==> src/hdl/pmscc_regs.svh <==
/*
 * register offsets, field positions and reset values of the power-manager
 * status group. assumes byte-wide registers behind an indexed port.
 */
`ifndef PMSCC_REGS_SVH
`define PMSCC_REGS_SVH

// ==========================================================================
// offsets
`define PMSCC_OFS_PROC_STATUS   8'ha4
`define PMSCC_OFS_EVENT_SOURCE  8'ha5
`define PMSCC_OFS_CARD_FLAGS    8'ha6
`define PMSCC_OFS_PM_CONTROL    8'ha7

// ==========================================================================
// field positions
`define PMSCC_BIT_GP_PIN_ONE    3
`define PMSCC_BIT_AC_ADAPTER    7
`define PMSCC_BIT_EVT_RESUME    0
`define PMSCC_BIT_EVT_LOW_DOZE  1
`define PMSCC_BIT_EVT_DOZE_SLP  2
`define PMSCC_BIT_EVT_SLP_SUSP  3
`define PMSCC_BIT_EVT_SUSP_OFF  4
`define PMSCC_BIT_EVT_BATT1     5
`define PMSCC_BIT_EVT_BATT2     6
`define PMSCC_BIT_EVT_BATT3     7
`define PMSCC_BIT_BLOCK_DISP    4
`define PMSCC_BIT_BLOCK_SER     5
`define PMSCC_BIT_SLOW_REF_DIS  1
`define PMSCC_BIT_REF_SOURCE    0

// ==========================================================================
// masks and reset values
`define PMSCC_CTRL_WMASK        8'h33
`define PMSCC_RESET_BYTE        8'h00

// ==========================================================================
// timing counts
// cycles after reset before the edge stage holds a real pin level
`define PMSCC_SYNC_FILL         2'h3

`endif

==> src/hdl/pmscc_pkg.sv <==
/*
 * types of the power-manager status group.
 * assumes pmscc_regs.svh holds every register number; the mode codes stand here.
 */
`default_nettype none

package pmscc_pkg;

  // ========================================================================
  // present power-mode codes
  typedef enum logic [2:0] {
    PMSCC_MODE_FULL    = 3'h0,
    PMSCC_MODE_LOW     = 3'h4,
    PMSCC_MODE_DOZE    = 3'h1,
    PMSCC_MODE_SLEEP   = 3'h3,
    PMSCC_MODE_SUSPEND = 3'h2
  } pmscc_mode_t;

  // ========================================================================
  // transition hold machine
  typedef enum logic [2:0] {
    PMSCC_ST_RUN  = 3'b001,
    PMSCC_ST_HOLD = 3'b010,
    PMSCC_ST_GO   = 3'b100
  } pmscc_state_t;

endpackage : pmscc_pkg

`default_nettype wire

==> src/hdl/pmscc_top.sv <==
/*
 * power-manager status, event-source, card pin-change and control registers.
 * assumes: pins are asynchronous and are synchronised here; the mode
 * sequencer, idle timer and refresh generator live outside this block.
 */
//
// Summary of operation
// - previous-mode field kept valid from wake to full speed until idle timeout.
// - present power mode readable in bits 2..0 with the listed encodings.
// - gp pin one level at bit 3, ac adapter level at bit 7.
// - event-source read returns the cause of the latest nmi or smi.
// - interrupting transition is held until refresh after event-source write.
// - event bits 4..1 mark suspend-off, sleep-suspend, doze-sleep, low-doze.
// - event bits 7,6,5 mark battery warnings three, two, one.
// - event bit 0 marks the suspend/wake pin as cause.
// - a flag clears only on a 0 write followed by a 1 write.
// - memory card, falling battery-two pin sets bit 7 (b) or 6 (a).
// - falling battery-one (memory) or status-change (io) sets bit 5/4.
// - memory card, rising ready pin sets bit 3 (b) or 2 (a).
// - any card-detect change sets bit 1 (b) or bit 0 (a).
// - control bit 5 blocks serial and power-manager data in memory cycles.
// - control bit 4 blocks display data in memory cycles.
// - refresh source bit 0: 0 doubled 32 khz, 1 interval timer; overrides.
// - with bit 0 clear, slow refresh bit 1 at 0 enables slow refresh.
// - slow refresh setting survives leaving micro power-off.
`timescale 1ns/10ps
`default_nettype none
`include "pmscc_regs.svh"

module pmscc_top
  import pmscc_pkg::*;
(
  input  wire logic       clk,
  input  wire logic       rst_n,
  // register port
  input  wire logic [7:0] reg_addr,
  input  wire logic [7:0] reg_wdata,
  input  wire logic       reg_wr,
  input  wire logic       reg_rd,
  output logic      [7:0] reg_rdata,
  // power sequencer side
  input  wire logic [2:0] seq_mode,
  input  wire logic [2:0] seq_prev_mode,
  input  wire logic       seq_wake_to_full,
  input  wire logic       seq_idle_expired,
  input  wire logic [7:0] seq_event,
  input  wire logic       seq_trans_pending,
  input  wire logic       refresh_cycle,
  input  wire logic       micro_off_exit,
  output logic            trans_release,
  output logic      [2:0] prev_mode,
  output logic            prev_mode_valid,
  // pins
  input  wire logic       ac_adapter_level,
  input  wire logic       gp_pin_one,
  input  wire logic       sock_a_is_io,
  input  wire logic       sock_b_is_io,
  input  wire logic       sock_a_batt_volt_one,
  input  wire logic       sock_a_batt_volt_two,
  input  wire logic       sock_b_batt_volt_one,
  input  wire logic       sock_b_batt_volt_two,
  input  wire logic       sock_a_status_change_pin,
  input  wire logic       sock_b_status_change_pin,
  input  wire logic       sock_a_ready,
  input  wire logic       sock_b_ready,
  input  wire logic       sock_a_card_detect_n,
  input  wire logic       sock_b_card_detect_n,
  // control outputs and the memory-cycle input that gates the two block outputs
  input  wire logic       mem_cycle,
  output logic            block_serial_pm_data,
  output logic            block_display_data,
  output logic            slow_refresh_on,
  output logic            refresh_source_select
);

  // ========================================================================
  // pin synchronisers: stage one is read only by stage two
  localparam int NPIN = 14;
  // positions of each pin in the sync vector
  localparam int PIN_AC    = 13;
  localparam int PIN_GP    = 12;
  localparam int PIN_A_IO  = 11;
  localparam int PIN_B_IO  = 10;
  localparam int PIN_A_BV1 = 9;
  localparam int PIN_A_BV2 = 8;
  localparam int PIN_B_BV1 = 7;
  localparam int PIN_B_BV2 = 6;
  localparam int PIN_A_STS = 5;
  localparam int PIN_B_STS = 4;
  localparam int PIN_A_RDY = 3;
  localparam int PIN_B_RDY = 2;
  localparam int PIN_A_CD  = 1;
  localparam int PIN_B_CD  = 0;
  logic [NPIN-1:0] pin_raw;
  logic [NPIN-1:0] pin_s1;
  logic [NPIN-1:0] pin_s2;
  logic [NPIN-1:0] pin_d;

  assign pin_raw = {ac_adapter_level, gp_pin_one, sock_a_is_io,
                    sock_b_is_io, sock_a_batt_volt_one,
                    sock_a_batt_volt_two, sock_b_batt_volt_one,
                    sock_b_batt_volt_two, sock_a_status_change_pin,
                    sock_b_status_change_pin, sock_a_ready,
                    sock_b_ready, sock_a_card_detect_n,
                    sock_b_card_detect_n};

  always_ff @(posedge clk) begin
    if (!rst_n) begin
      pin_s1 <= '0;
      pin_s2 <= '0;
      pin_d  <= '0;
    end else begin
      pin_s1 <= pin_raw;
      pin_s2 <= pin_s1;
      pin_d  <= pin_s2;
    end
  end

  logic ac_s;
  logic gp_s;
  logic a_io;
  logic b_io;
  assign ac_s = pin_s2[PIN_AC];
  assign gp_s = pin_s2[PIN_GP];
  assign a_io = pin_s2[PIN_A_IO];
  assign b_io = pin_s2[PIN_B_IO];

  function automatic logic fall(input logic cur, input logic old);
    fall = old & ~cur;
  endfunction : fall

  function automatic logic rise(input logic cur, input logic old);
    rise = cur & ~old;
  endfunction : rise

  function automatic logic toggled(input logic cur, input logic old);
    toggled = cur ^ old;
  endfunction : toggled

  // ========================================================================
  // edge detection waits until the edge stage holds real pin levels;
  // otherwise a pin that idles high fakes an edge right after reset
  logic [1:0] sync_fill;
  logic       edges_live;
  always_ff @(posedge clk) begin
    if (!rst_n) begin
      sync_fill <= 2'h0;
    end else if (sync_fill != `PMSCC_SYNC_FILL) begin
      sync_fill <= sync_fill + 2'h1;
    end
  end
  assign edges_live = (sync_fill == `PMSCC_SYNC_FILL);

  // ========================================================================
  // register decode
  function automatic logic addr_hit(input logic [7:0] addr,
                                    input logic [7:0] ofs);
    addr_hit = (addr == ofs);
  endfunction : addr_hit

  logic wr_event;
  logic wr_flags;
  logic wr_ctrl;
  assign wr_event = reg_wr && addr_hit(reg_addr, `PMSCC_OFS_EVENT_SOURCE);
  assign wr_flags = reg_wr && addr_hit(reg_addr, `PMSCC_OFS_CARD_FLAGS);
  assign wr_ctrl  = reg_wr && addr_hit(reg_addr, `PMSCC_OFS_PM_CONTROL);

  // ========================================================================
  // present mode and previous mode
  logic [2:0] mode_q;
  always_ff @(posedge clk) begin
    if (!rst_n) begin
      mode_q <= 3'h0;
    end else begin
      mode_q <= seq_mode;
    end
  end

  // window opens on wake to full speed and closes at idle timeout
  always_ff @(posedge clk) begin
    if (!rst_n) begin
      prev_mode       <= 3'h0;
      prev_mode_valid <= 1'b0;
    end else if (seq_wake_to_full) begin
      prev_mode       <= seq_prev_mode;
      prev_mode_valid <= 1'b1;
    end else if (seq_idle_expired) begin
      prev_mode_valid <= 1'b0;
    end
  end

  // ========================================================================
  // event source: hardware sets win over a software write
  logic [7:0] event_src;
  always_ff @(posedge clk) begin
    if (!rst_n) begin
      event_src <= `PMSCC_RESET_BYTE;
    end else if (wr_event) begin
      event_src <= reg_wdata | seq_event;
    end else begin
      event_src <= event_src | seq_event;
    end
  end

  // ========================================================================
  // transition hold: release on the refresh cycle after the write
  pmscc_state_t state;
  always_ff @(posedge clk) begin
    if (!rst_n) begin
      state         <= PMSCC_ST_RUN;
      trans_release <= 1'b0;
    end else begin
      trans_release <= 1'b0;
      unique case (state)
        PMSCC_ST_RUN: begin
          if (seq_trans_pending) begin
            state <= PMSCC_ST_HOLD;
          end
        end
        PMSCC_ST_HOLD: begin
          if (wr_event) begin
            state <= PMSCC_ST_GO;
          end
        end
        PMSCC_ST_GO: begin
          if (refresh_cycle) begin
            trans_release <= 1'b1;
            state         <= PMSCC_ST_RUN;
          end
        end
      endcase
    end
  end

  // ========================================================================
  // card pin-change flags
  logic [7:0] flag_set;
  always_comb begin
    flag_set = 8'h00;
    if (edges_live) begin
      flag_set[7] = ~b_io & fall(pin_s2[PIN_B_BV2], pin_d[PIN_B_BV2]);
      flag_set[6] = ~a_io & fall(pin_s2[PIN_A_BV2], pin_d[PIN_A_BV2]);
      flag_set[5] = b_io ? fall(pin_s2[PIN_B_STS], pin_d[PIN_B_STS])
                         : fall(pin_s2[PIN_B_BV1], pin_d[PIN_B_BV1]);
      flag_set[4] = a_io ? fall(pin_s2[PIN_A_STS], pin_d[PIN_A_STS])
                         : fall(pin_s2[PIN_A_BV1], pin_d[PIN_A_BV1]);
      flag_set[3] = ~b_io & rise(pin_s2[PIN_B_RDY], pin_d[PIN_B_RDY]);
      flag_set[2] = ~a_io & rise(pin_s2[PIN_A_RDY], pin_d[PIN_A_RDY]);
      flag_set[1] = toggled(pin_s2[PIN_B_CD], pin_d[PIN_B_CD]);
      flag_set[0] = toggled(pin_s2[PIN_A_CD], pin_d[PIN_A_CD]);
    end
  end

  // armed bits remember a 0 write; a later 1 write clears the flag
  logic [7:0] flags;
  logic [7:0] armed;
  always_ff @(posedge clk) begin
    if (!rst_n) begin
      armed <= 8'h00;
    end else if (wr_flags) begin
      armed <= ~reg_wdata;
    end
  end

  always_ff @(posedge clk) begin
    if (!rst_n) begin
      flags <= `PMSCC_RESET_BYTE;
    end else if (wr_flags) begin
      // set wins over the clear in the same cycle
      flags <= (flags & ~(armed & reg_wdata)) | flag_set;
    end else begin
      flags <= flags | flag_set;
    end
  end

  // ========================================================================
  // control register; slow refresh bit not touched by micro power-off exit
  logic [7:0] ctrl;
  always_ff @(posedge clk) begin
    if (!rst_n) begin
      ctrl <= `PMSCC_RESET_BYTE;
    end else if (wr_ctrl) begin
      ctrl <= reg_wdata & `PMSCC_CTRL_WMASK;
    end else if (micro_off_exit) begin
      // other control bits return to default, slow refresh is kept
      ctrl <= ctrl & (8'h01 << `PMSCC_BIT_SLOW_REF_DIS);
    end
  end

  always_ff @(posedge clk) begin
    if (!rst_n) begin
      block_serial_pm_data  <= 1'b0;
      block_display_data    <= 1'b0;
      slow_refresh_on       <= 1'b0;
      refresh_source_select <= 1'b0;
    end else begin
      block_serial_pm_data  <= mem_cycle & ctrl[`PMSCC_BIT_BLOCK_SER];
      block_display_data    <= mem_cycle & ctrl[`PMSCC_BIT_BLOCK_DISP];
      // timer source overrides slow refresh
      slow_refresh_on       <= ~ctrl[`PMSCC_BIT_REF_SOURCE]
                               & ~ctrl[`PMSCC_BIT_SLOW_REF_DIS];
      refresh_source_select <= ctrl[`PMSCC_BIT_REF_SOURCE];
    end
  end

  // ========================================================================
  // read port, data one cycle after the strobe
  logic [7:0] status_byte;
  always_comb begin
    status_byte = 8'h00;
    status_byte[2:0] = mode_q;
    status_byte[`PMSCC_BIT_GP_PIN_ONE] = gp_s;
    status_byte[`PMSCC_BIT_AC_ADAPTER] = ac_s;
  end

  always_ff @(posedge clk) begin
    if (!rst_n) begin
      reg_rdata <= 8'h00;
    end else if (reg_rd) begin
      unique case (reg_addr)
        `PMSCC_OFS_PROC_STATUS:  reg_rdata <= status_byte;
        `PMSCC_OFS_EVENT_SOURCE: reg_rdata <= event_src;
        `PMSCC_OFS_CARD_FLAGS:   reg_rdata <= flags;
        `PMSCC_OFS_PM_CONTROL:   reg_rdata <= ctrl;
        default:                 reg_rdata <= 8'h00;
      endcase
    end else begin
      reg_rdata <= 8'h00;
    end
  end

endmodule : pmscc_top

`default_nettype wire

==> config.mk <==
export PLATFORM = sky130hd
export DESIGN_NAME = pmscc_top
export DESIGN_NICKNAME = d
export VERILOG_FILES = /design/src/hdl/pmscc_pkg.sv /design/src/hdl/pmscc_top.sv
export VERILOG_INCLUDE_DIRS = /design/src /design/src/hdl
export SDC_FILE = /design/constraint.sdc
export NUM_CORES = 1
export LEC_CHECK = 0
export BUFFER_PORTS_ARGS = -buffer_cell sky130_fd_sc_hd__buf_2
export CAP_MARGIN = 30
export CORE_MARGIN = 1.5
export CORE_UTILIZATION = 54
export DETAILED_ROUTE_END_ITERATION = 6
export GPL_TIMING_DRIVEN = 0
export PLACE_DENSITY = 0.79
export SETUP_SLACK_MARGIN = 0.4
export SYNTH_ARGS = -nofsm -noshare
export SYNTH_HDL_FRONTEND = slang
export SYNTH_SLANG_ARGS = --single-unit
==> constraint.sdc <==
create_clock -name clk -period 1.73 [get_ports clk]
set_clock_uncertainty 0.05 [all_clocks]
set_input_delay 0.0865 -clock clk [delete_from_list [all_inputs] [get_ports clk]]
set_output_delay 0.0865 -clock clk [all_outputs]
set_load 0.1 [all_outputs]
* Word level (Yosys, flattened, before mapping)
Index checks and enable logic that the tools add are counted.
** Cells by class
- $add $sub $neg :: 1
- Equal/unequal tests :: 12
- Multiplexer cells :: 15
- Bitwise operators :: 37
- Reductions and logical operators :: 8
** Operator list (count)
- $eq A8 B8 Y1 const B :: 4
- $or A8 B8 Y8 :: 4
- $pmux W8 S4 :: 1
- $mux W8 :: 3
- $and A8 B8 Y8 :: 2
- $not A8 Y8 :: 2
- $and A1 B1 Y1 :: 15
- $mux W6 :: 2
- $not A1 Y1 :: 12
- $mux W3 :: 3
- $pmux W3 S3 :: 1
- $ne A2 B2 Y1 const B :: 4
- $mux W1 :: 5
- $reduce_and A2 Y1 :: 2
- $reduce_bool A2 Y1 :: 2
- $eq A3 B1 Y1 const B :: 1
- $eq A3 B2 Y1 const B :: 1
- $eq A3 B3 Y1 const B :: 1
- $logic_and A1 B1 Y1 :: 3
- $reduce_and A3 Y1 :: 1
- $add A2 B1 Y2 const B :: 1
- $eq A2 B2 Y1 const B :: 1
- $xor A1 B1 Y1 :: 2
** Word-level totals
- Flip-flop bits (word level) :: 91
- Input bits :: 54
- Output and inout port bits :: 17
- Logic and storage cells :: 92

* Depth between registers and ports, before layout
Gate-level depths: netlist of the first run.
- Depth after elaboration :: 6
- Gate-level depth with buffers :: 5
- Mapped depth without buffers :: 4

* Least setup slack after synthesis of the first run
Ideal clock, no wire load.
- Path kind :: reg-to-reg
- Start point :: register prev_mode_valid (netlist name)
- End point :: register prev_mode_valid
- Library setup time :: 0.058 ns
- Data arrival time :: 1.235 ns
- Required time :: 1.622 ns
- Slack :: 0.388 ns
- Cell stages (with the launch flop) :: 3
- Buffers on the path :: 0
- Clock period less this slack :: 1.342 ns
- Cells stage by stage :: dfxtp_1 nor2b_1 o21a_1
** RTL lines
- end signal: assignment :: RTL line pmscc_top.sv:183 : prev_mode_valid <= 1'b0;
- end signal: assignment :: RTL line pmscc_top.sv:186 : prev_mode_valid <= 1'b1;
- end signal: assignment :: RTL line pmscc_top.sv:188 : prev_mode_valid <= 1'b0;
- end: declaration :: RTL line pmscc_top.sv:52 : output logic prev_mode_valid,

* Worst setup path after layout of the first run
- Start point :: register prev_mode[2]
- End point :: output port prev_mode[2]
** RTL lines
- start: declaration :: RTL line pmscc_top.sv:51 : output logic [2:0] prev_mode,
- start signal: assignment :: RTL line pmscc_top.sv:185 : prev_mode <= seq_prev_mode;
No word-level cell between the ends.

==> results.sh, run 1 <==
export IMPL_synth_async_sr_flop_share_pct=0
export IMPL_setup_viol=0
export IMPL_core_area_sq_um=6030
export IMPL_first_global_vias=2660
export IMPL_total_switching_power_w=0.00101
export IMPL_synth_top_family_by_area="simple AND/OR/NAND/NOR gates"
export IMPL_path_class="reg2out"
export IMPL_clk_insertion_delay_late_ns=0.35
export IMPL_hpwlAfterDp_microns=5290
export IMPL_drive_gt1_share_pct=26.5
export IMPL_synth_sequential_area_ratio_pct=53.3
export IMPL_viasPerCell=5.40
export IMPL_netlist_area_leader_share_pct=53.3
export IMPL_clockRootBuffer="sky130_fd_sc_hd__clkbuf_8"
export IMPL_critical_path_start_type="flop"
export IMPL_area_growth_synth_to_final_pct=32.3
export IMPL_combined_flip_flop_and_latch_cell_area_sq_um=1830
export IMPL_result_of_the_run="finished, violations left"
export IMPL_synth_yosys_warnings=0
export IMPL_final_std_cell_area_no_fill_sq_um=4520
export IMPL_cp_cell_sequence="buf_2"
export IMPL_placement_rows=28
export IMPL_multi_input_area_sq_um=1490
export IMPL_post_synth_instance_area_sq_um=3420
export IMPL_syn_instance_count=320
export IMPL_portBuffers=69
export IMPL_route_vias_total=2808
export IMPL_synth_most_common_cell="sky130_fd_sc_hd__dfxtp_1"
export IMPL_clkTransAtPathRegs_ns=0.08
export IMPL_drv_max_cap_violation_count=0
export IMPL_report_power_total_w=0.00432
export IMPL_synth_edff_count=0
export IMPL_synthFlopType="sky130_fd_sc_hd__dfxtp_1"
export IMPL_die_y_microns=82.5
export IMPL_clock_power_share_pct=37.9
export IMPL_avg_cell_area_syn_sq_um=10.7
export IMPL_yosys_area_share_xor_xnor_pct=0.769
export IMPL_power_switching_fraction_pct=23.5
export IMPL_post_synth_mux_area_share_pct=5.20
export IMPL_top_signal_layer_used="met4"
export IMPL_basic_gate_share_of_the_synthesized_area_counting_and_or_nand_and_nor_cells_pct=23.6
export IMPL_ranking_of_synthesized_cells_by_area="sky130_fd_sc_hd__dfxtp_1 53%, sky130_fd_sc_hd__and2_1 7.9%, sky130_fd_sc_hd__mux2i_1 3.2%"
export IMPL_pin_count=71
export IMPL_antenna_cells_inserted=0
export IMPL_postRouteAntennaNets=0
export IMPL_holdWs_ns=-0.0135
export IMPL_cpLargestDelayFamily="buffers and inverters"
export IMPL_initialDrtViolationCount=153
export IMPL_preCtsSetupSlack_ns=0.262
export IMPL_wirelength_met1_microns=3410
export IMPL_dpl_instance_area_sq_um=3860
export IMPL_detailedRoute_firstPassIterationCount=4
export IMPL_route_detailed_drc=0
export IMPL_timing_critical_path_arrival_ns=1.13
export IMPL_slowest_cp_cell="sky130_fd_sc_hd__buf_2"
export IMPL_die_area_sq_um=6810
export IMPL_worst_slew_pin_transition_ns=0.496
export IMPL_synth_adder_area_share_pct=0.366
export IMPL_worst_path_buf_inv=1
export IMPL_max_stage_delay_ns=0.43
export IMPL_final_max_slew_violation_count=0
export IMPL_synth_seq_cells=91
export IMPL_timing_hold_worst_class="in2reg"
export IMPL_p_per_area_nw_per_um2=957
export IMPL_filler_cell_count=421
export IMPL_timing_critical_path_to_type="primary output"
export IMPL_cts_made_buffers=9
export IMPL_setup_ws_ns=0.465
export IMPL_power_static_leakage_nw=2.01
export IMPL_final_min_clock_period_ns=1.26
export IMPL_antenna_violations_before_repair=0
export IMPL_met3_length_microns=546
export IMPL_critPathRequiredTime_ns=1.59
export IMPL_synth_compound_gate_area_share_pct=12.9
export IMPL_tns_ns=0
export IMPL_die_width_microns=82.5
export IMPL_met2RoutedLength_microns=3860
export IMPL_critPathMaxFanout=2
export IMPL_synth_nets=375
export IMPL_worst_slew_margin_rel_pct=67.2
export IMPL_grt_util_all_layers_pct=24.8
export IMPL_synth_largest_area_cell="sky130_fd_sc_hd__dfxtp_1"
export IMPL_rsz0062_at_grt="yes"
export IMPL_hold_viol_final=1
export IMPL_weighted_congestion_at_the_end_of_routability_driven_global_placement=0.909
export IMPL_grt_start_max_net_pins=16
export IMPL_grt_overflow_total=0
export IMPL_power_share_combinational_pct=10.9
export IMPL_synth_commonest_cells="91 x sky130_fd_sc_hd__dfxtp_1, 43 x sky130_fd_sc_hd__and2_1, 23 x sky130_fd_sc_hd__nand2_1"
export IMPL_vdd_ir_drop_worst_v=0.000618
export IMPL_first_pass_grt_wire_length_microns=12400
export IMPL_routed_wirelength_microns=8020
export IMPL_design_final_nets=495
export IMPL_start_util_pct=56.7
export IMPL_cts_tree="built"
export IMPL_violated_checks="negative hold slack"
export IMPL_routed_wire_length_per_instance_microns=15.4
export IMPL_internal_power_summed_over_all_cells_w=0.00331
export IMPL_count_of_different_cell_masters_after_synthesis=49
export IMPL_cts_sink_count=91
export IMPL_min_period_over_period_pct=73.1
export IMPL_cts_path_max_buffers=2
export IMPL_htree_levels=3
export IMPL_sequentialPowerShare_pct=51.1
export IMPL_fmax_mhz=791
tightest hold or removal path, stage by stage:
cell and delay (ns):
sky130_fd_sc_hd__buf_2 0.08, sky130_fd_sc_hd__nor2b_1 0.04, sky130_fd_sc_hd__o21a_1 0.16
what timing repair did:
item	4_1_cts	5_1_grt
buffers inserted	0	4
pin swaps	0	1
gates resized for setup	5	4
hold buffers	37	0
endpoints found under the hold margin	38	0
setup endpoints to repair	2	3
routing by layer:
| layer | vias up | track usage (%) |
|---|---|---|
| li1 | 1376 | - |
| met1 | 1306 | 30.2 |
| met2 | 106 | 41.5 |
| met3 | 20 | 6.59 |
| met4 | 0 | 10.2 |
| met5 | - | 0 |
final timing paths:
check,from,slack [ns],cells after the start,end
worst max register to register,sync_fill[0],0.52,5,flags[7]
worst min register to register,pin_s1[8],0.39,1,pin_s2[8]
worst max-delay path,prev_mode[2],0.47,1,prev_mode[2]
worst min-delay path,seq_idle_expired,-0.01,3,prev_mode_valid
per-stage QoR:
| stage | hold WS (ns) | util [%] | cells |
|---|---|---|---|
| floorplan | 0.160 | - | 320 |
| global placement | 0.242 | 64.0 | 464 |
| detailed placement | 0.245 | 64.0 | 464 |
| CTS | 0.0135 | 74.6 | 517 |
| global route | 0.00485 | 75.0 | 520 |
| finish | -0.0135 | 75.0 | 520 |
flip-flops by register name, indices dropped and copies added (netlist names):
signal	count
prev_mode_valid	1
prev_mode	3
slow_refresh_on	1
pin_d	10
pin_s2	14
trans_release	1
sync_fill	2
pin_s1	14
refresh_source_select	1
block_serial_pm_data	1
reg_rdata	8
flags	8
state	3
event_src	8
block_display_data	1
mode_q	3
armed	8
ctrl	4
cell type report:
cell class / count / area share (%)
clock buffer: 11 / 3.35
timing repair buffer: 109 / 16.3
buffer: 22 / 2.77
tap: 75 / 2.08
sequential: 91 / 40.4
clock inverter: 5 / 1.85
inverter: 3 / 0.249
multi-input combinational: 204 / 33.0
cell usage in the layout (no fill, tap or decap), drive strengths merged, types with 4 or more instances in the layout:
cell	instances
buf	85
nor4	4
a41oi	8
nand2	23
inv	4
mux2i	11
nor2	10
nand3b	6
clkbuf	21
dfxtp	91
o22ai	4
a21boi	10
dlygate4sd3	36
nor2b	12
a21oi	5
and2	43
o211a	9
o31ai	8
nand4	10
power groups by stage:
stage	registers, W	logic [W]	clock network [W]
5_1_grt	0.00222	0.000517	0.00174
3_3_place_gp	0.00225	0.000369	0
2_1_floorplan	0.00230	0.000196	0
3_5_place_dp	0.00226	0.000377	0
6_report	0.00221	0.000472	0.00164
4_1_cts	0.00221	0.000449	0.00167
cell families (layout without fill, tap and decap cells):
family          Yosys count  in the layout
mux                      15             15
fa+ha+maj                 1              1
buf+inv                  25            150
compound gates           57             57
xor+xnor                  3              3
flops                    91             91
simple gates            128            128
Note: power is estimated with default switching activity, not from simulation.
==> run 2, diff against run 1 <==
==> constraint.sdc (replaced) <==
create_clock -name clk -period 1.2 [get_ports clk]
set_clock_uncertainty 0.05 [all_clocks]
set_input_delay 0.06 -clock clk [delete_from_list [all_inputs] [get_ports clk]]
set_output_delay 0.06 -clock clk [all_outputs]
set_load 0.1 [all_outputs]
==> results.sh, run 2 (synthesized netlist as in run 1, its figures left out) <==
export IMPL_grt_start_max_net_pins=15
export IMPL_p_per_area_nw_per_um2=1170
export IMPL_result_of_the_run="finished, violations left"
export IMPL_met3_length_microns=1070
export IMPL_met2RoutedLength_microns=5990
export IMPL_placement_rows=28
export IMPL_antenna_violations_before_repair=0
export IMPL_final_min_clock_period_ns=1.27
export IMPL_routed_wire_length_per_instance_microns=22.1
export IMPL_timing_hold_worst_class="in2reg"
export IMPL_viasPerCell=6.19
export IMPL_hold_viol_final=0
export IMPL_holdWs_ns=0.0176
export IMPL_detailedRoute_firstPassIterationCount=5
export IMPL_dpl_instance_area_sq_um=4040
export IMPL_top_regs="pin_s1 x14, pin_s2 x14, pin_d x10"
export IMPL_report_power_total_w=0.00620
export IMPL_mostFrequentLayoutCells="61 x sky130_fd_sc_hd__dfxtp_1, 52 x sky130_fd_sc_hd__buf_2, 43 x sky130_fd_sc_hd__and2_1, 36 x sky130_fd_sc_hd__dlygate4sd3_1, 25 x sky130_fd_sc_hd__dfxtp_2"
export IMPL_top_signal_layer_used="met4"
export IMPL_route_vias_total=3351
export IMPL_core_area_sq_um=6030
export IMPL_preCtsSetupSlack_ns=-0.121
export IMPL_critical_path_start_type="flop"
export IMPL_clockRootBuffer="sky130_fd_sc_hd__clkbuf_8"
export IMPL_final_max_slew_violation_count=0
export IMPL_pin_count=71
export IMPL_drv_max_cap_violation_count=0
export IMPL_critPathMaxFanout=5
export IMPL_path_class="reg2reg"
export IMPL_final_std_cell_area_no_fill_sq_um=5320
export IMPL_route_detailed_drc=0
export IMPL_setup_ws_ns=-0.0738
export IMPL_min_period_over_period_pct=106
export IMPL_clkTransAtPathRegs_ns=0.08
export IMPL_violated_checks="negative setup slack"
export IMPL_clk_insertion_delay_late_ns=0.37
export IMPL_fmax_mhz=785
export IMPL_postRouteAntennaNets=0
export IMPL_cts_made_buffers=9
export IMPL_final_non_filler_cells=541
export IMPL_hpwlAfterDp_microns=5280
export IMPL_cts_path_max_buffers=2
export IMPL_weighted_congestion_at_the_end_of_routability_driven_global_placement=0.882
export IMPL_routed_wirelength_microns=12000
export IMPL_setup_viol=2
export IMPL_grt_util_all_layers_pct=28.6
export IMPL_antenna_cells_inserted=0
export IMPL_vdd_ir_drop_worst_v=0.00119
export IMPL_drive_gt1_share_pct=42.7
export IMPL_cts_sink_count=91
export IMPL_power_static_leakage_nw=2.27
export IMPL_grt_overflow_total=0
export IMPL_htree_levels=3
export IMPL_die_y_microns=82.5
export IMPL_layout_commonest_cell="sky130_fd_sc_hd__dfxtp_1"
export IMPL_cts_tree="built"
export IMPL_worst_slew_margin_rel_pct=63.7
export IMPL_critPathRequiredTime_ns=1.40
export IMPL_first_global_vias=3002
export IMPL_design_final_nets=517
export IMPL_die_area_sq_um=6810
export IMPL_initialDrtViolationCount=343
export IMPL_rsz0062_at_grt="yes"
export IMPL_portBuffers=69
export IMPL_die_width_microns=82.5
export IMPL_timing_critical_path_to_type="flop"
export IMPL_first_pass_grt_wire_length_microns=14100
export IMPL_worst_slew_pin_transition_ns=0.544
export IMPL_numPlacedInstances=464
export IMPL_area_growth_synth_to_final_pct=55.7
export IMPL_filler_cell_count=255
export IMPL_wirelength_met1_microns=4010
export IMPL_start_util_pct=56.7
export IMPL_timing_critical_path_arrival_ns=1.48
run 2: path summary, 6_finish.rpt:
path	startpoint	endpoint	slack [ns]	depth (start not counted)
worst max-delay path	sync_fill[1]	flags[0]	-0.07	5
worst min-delay path	reg_wdata[7]	armed[7]	0.02	3
worst max register to register	sync_fill[1]	flags[0]	-0.07	5
worst min register to register	pin_s1[6]	pin_s2[6]	0.39	1
run 2: where the power goes:
group          internal [W]  switching [W]  leakage, nW
sequential          0.00313      0.0000801        0.759
combinational      0.000469       0.000448         1.42
clock               0.00102        0.00106       0.0940
total               0.00462        0.00159         2.27
run 2: repair_timing:
action | 4_1_cts | 5_1_grt
pin swaps | 11 | 11
gates cloned | 0 | 1
endpoints found under the hold margin | 40 | 1
setup endpoints to repair | 50 | 57
gates resized for setup | 86 | 50
hold buffers | 38 | 1
buffers inserted | 12 | 10
run 2: cell type report:
type,instances,area (sq um),share of cell area (%)
plain buffers,22,179,3.36
clock buffers,13,149,2.80
clock inverters,2,36.3,0.682
inverters,3,11.3,0.212
multi-input cells,204,1740,32.7
flip-flops and latches,91,1870,35.2
well taps,75,93.8,1.76
repair buffers,131,1240,23.3
run 2: through the flow:
stage	TNS, ns	utilization, %
global route	-0.351	88.3
floorplan	0	-
finish	-0.119	88.3
global placement	-0.840	67.0
CTS	0	83.1
detailed placement	-1.18	67.0
run 2: worst max-delay path, cell delays in order, from the launching register on:
cell and delay [ns]:
sky130_fd_sc_hd__dfxtp_2 0.36, sky130_fd_sc_hd__ha_4 0.14, sky130_fd_sc_hd__buf_6 0.11, sky130_fd_sc_hd__buf_4 0.16, sky130_fd_sc_hd__nand2_2 0.08, sky130_fd_sc_hd__a21boi_0 0.27
run 2: routing by layer:
metal | up-vias | track usage (%)
met2 | 276 | 52.8
met4 | 0 | 9.50
li1 | 1423 | -
met5 | - | 0
met3 | 102 | 8.13
met1 | 1550 | 31.2
==> run 3, diff against run 2 <==
--- a/config.mk
+++ b/config.mk
@@ -9,11 +9,11 @@
 export BUFFER_PORTS_ARGS = -buffer_cell sky130_fd_sc_hd__buf_2
 export CAP_MARGIN = 30
 export CORE_MARGIN = 1.5
-export CORE_UTILIZATION = 54
+export CORE_UTILIZATION = 33
 export DETAILED_ROUTE_END_ITERATION = 6
 export GPL_TIMING_DRIVEN = 0
-export PLACE_DENSITY = 0.79
 export SETUP_SLACK_MARGIN = 0.4
 export SYNTH_ARGS = -nofsm -noshare
 export SYNTH_HDL_FRONTEND = slang
 export SYNTH_SLANG_ARGS = --single-unit
+export TNS_END_PERCENT = 50
==> results.sh, run 3 (synthesized netlist as in run 1, its figures left out) <==
export IMPL_min_period_over_period_pct=96.9
export IMPL_core_area_sq_um=9910
export IMPL_initialDrtViolationCount=106
export IMPL_max_stage_delay_ns=0.34
export IMPL_drive_gt1_share_pct=41.0
export IMPL_pin_count=71
export IMPL_violated_checks="negative hold slack"
export IMPL_grt_util_all_layers_pct=17.7
export IMPL_antenna_cells_inserted=0
export IMPL_power_static_leakage_nw=2.21
export IMPL_cts_tree="built"
export IMPL_die_area_sq_um=11000
export IMPL_critPathMaxFanout=5
export IMPL_numPlacedInstances=522
export IMPL_first_pass_grt_wire_length_microns=14900
export IMPL_critPathRequiredTime_ns=1.39
export IMPL_grt_start_max_net_pins=17
export IMPL_antenna_violations_before_repair=0
export IMPL_worst_slew_pin_transition_ns=0.601
export IMPL_clockRootBuffer="sky130_fd_sc_hd__clkbuf_8"
export IMPL_fmax_mhz=860
export IMPL_final_std_cell_area_no_fill_sq_um=5340
export IMPL_worst_slew_margin_rel_pct=59.9
export IMPL_start_util_pct=34.5
export IMPL_cts_made_buffers=9
export IMPL_final_min_clock_period_ns=1.16
export IMPL_path_class="reg2reg"
export IMPL_die_y_microns=105
export IMPL_holdWs_ns=-0.0115
export IMPL_htree_levels=3
export IMPL_first_global_vias=2932
export IMPL_vdd_ir_drop_worst_v=0.000678
export IMPL_cp_startpoint="sync_fill[1]"
export IMPL_detailedRoute_firstPassIterationCount=5
export IMPL_final_non_filler_cells=591
export IMPL_dpl_instance_area_sq_um=4050
export IMPL_die_width_microns=105
export IMPL_clk_insertion_delay_late_ns=0.36
export IMPL_route_detailed_drc=0
export IMPL_mostFrequentLayoutCells="60 x sky130_fd_sc_hd__dfxtp_1, 51 x sky130_fd_sc_hd__buf_2, 43 x sky130_fd_sc_hd__and2_1, 42 x sky130_fd_sc_hd__dlygate4sd3_1, 24 x sky130_fd_sc_hd__dfxtp_2"
export IMPL_routed_wirelength_microns=9270
export IMPL_hold_start="seq_trans_pending"
export IMPL_worst_path_buf_inv=3
export IMPL_final_max_slew_violation_count=0
export IMPL_portBuffers=69
export IMPL_cts_path_max_buffers=2
export IMPL_timing_critical_path_arrival_ns=1.35
export IMPL_worstReg2RegStart="sync_fill[1]"
export IMPL_timing_hold_worst_class="in2reg"
export IMPL_placement_rows=36
export IMPL_weighted_congestion_at_the_end_of_routability_driven_global_placement=0.832
export IMPL_clkTransAtPathRegs_ns=0.09
export IMPL_cpLargestDelayFamily="buffers and inverters"
export IMPL_drv_max_cap_violation_count=0
export IMPL_rsz0062_at_grt="yes"
export IMPL_viasPerCell=4.84
export IMPL_setup_viol=0
export IMPL_grt_overflow_total=0
export IMPL_timing_critical_path_to_type="flop"
export IMPL_postRouteAntennaNets=0
export IMPL_design_final_nets=508
export IMPL_tns_ns=0
export IMPL_hold_viol_final=1
export IMPL_top_regs="pin_s1 x14, pin_s2 x14, pin_d x10"
export IMPL_report_power_total_w=0.00608
export IMPL_p_per_area_nw_per_um2=1140
export IMPL_result_of_the_run="finished, violations left"
export IMPL_slowest_cp_cell="sky130_fd_sc_hd__dfxtp_2"
export IMPL_layout_commonest_cell="sky130_fd_sc_hd__dfxtp_1"
export IMPL_critical_path_start_type="flop"
export IMPL_hpwlAfterDp_microns=5760
export IMPL_cp_cell_sequence="ha_4 > buf_8 > buf_4 > buf_6 > nand3b_1 > o22ai_1"
export IMPL_routed_wire_length_per_instance_microns=15.7
export IMPL_route_vias_total=2859
export IMPL_area_growth_synth_to_final_pct=56.3
export IMPL_cts_sink_count=91
run 3: per-stage QoR:
stage / setup WS [ns] / utilization [%]
after floorplan: 0.126 / -
after global placement: -0.212 / 40.8
after detailed placement: -0.200 / 40.8
after CTS: 0.0246 / 51.1
after global routing: -0.0385 / 53.9
final: 0.0370 / 53.9
run 3: cell type report:
type | instances | area (sq um)
plain buffers | 22 | 183
clock buffers | 11 | 153
clock inverters | 5 | 41.3
fillers | 868 | 4570
inverters | 3 | 15.0
multi-input cells | 204 | 1750
flip-flops and latches | 91 | 1880
well taps | 133 | 166
repair buffers | 122 | 1160
run 3: routing by layer:
layer	GRT usage [%]	wire length, microns	up-vias
met1	21.4	3960	1344
met2	30.8	4700	100
met5	0	0	-
li1	-	-	1405
met4	6.16	97	0
met3	3.99	510	10
run 3: tightest hold or removal path: stages:
cell and delay [ns]:
sky130_fd_sc_hd__buf_2 0.10, sky130_fd_sc_hd__nor3b_4 0.05, sky130_fd_sc_hd__a21oi_2 0.09, sky130_fd_sc_hd__o21ai_1 0.07
run 3: where the power goes:
part | switching, W | internal [W]
Sequential | 0.0000749 | 0.00313
Combinational | 0.000397 | 0.000458
Clock | 0.00112 | 0.000902
run 3: path summary, 6_finish.rpt:
path,cells past startpoint,slack (ns),to
hold / removal,4,-0.01,state[0]
setup / recovery,6,0.04,flags[2]
hold reg to reg,1,0.38,flags[3]
setup reg to reg,6,0.04,flags[2]
run 3: what timing repair did:
action | in CTS | in global routing
resized for setup | 89 | 70
hold endpoints to repair | 43 | 0
cloned | 0 | 0
endpoints found under the setup margin | 80 | 91
pin swaps | 7 | 23
buffers inserted | 7 | 2
hold buffers | 44 | 0
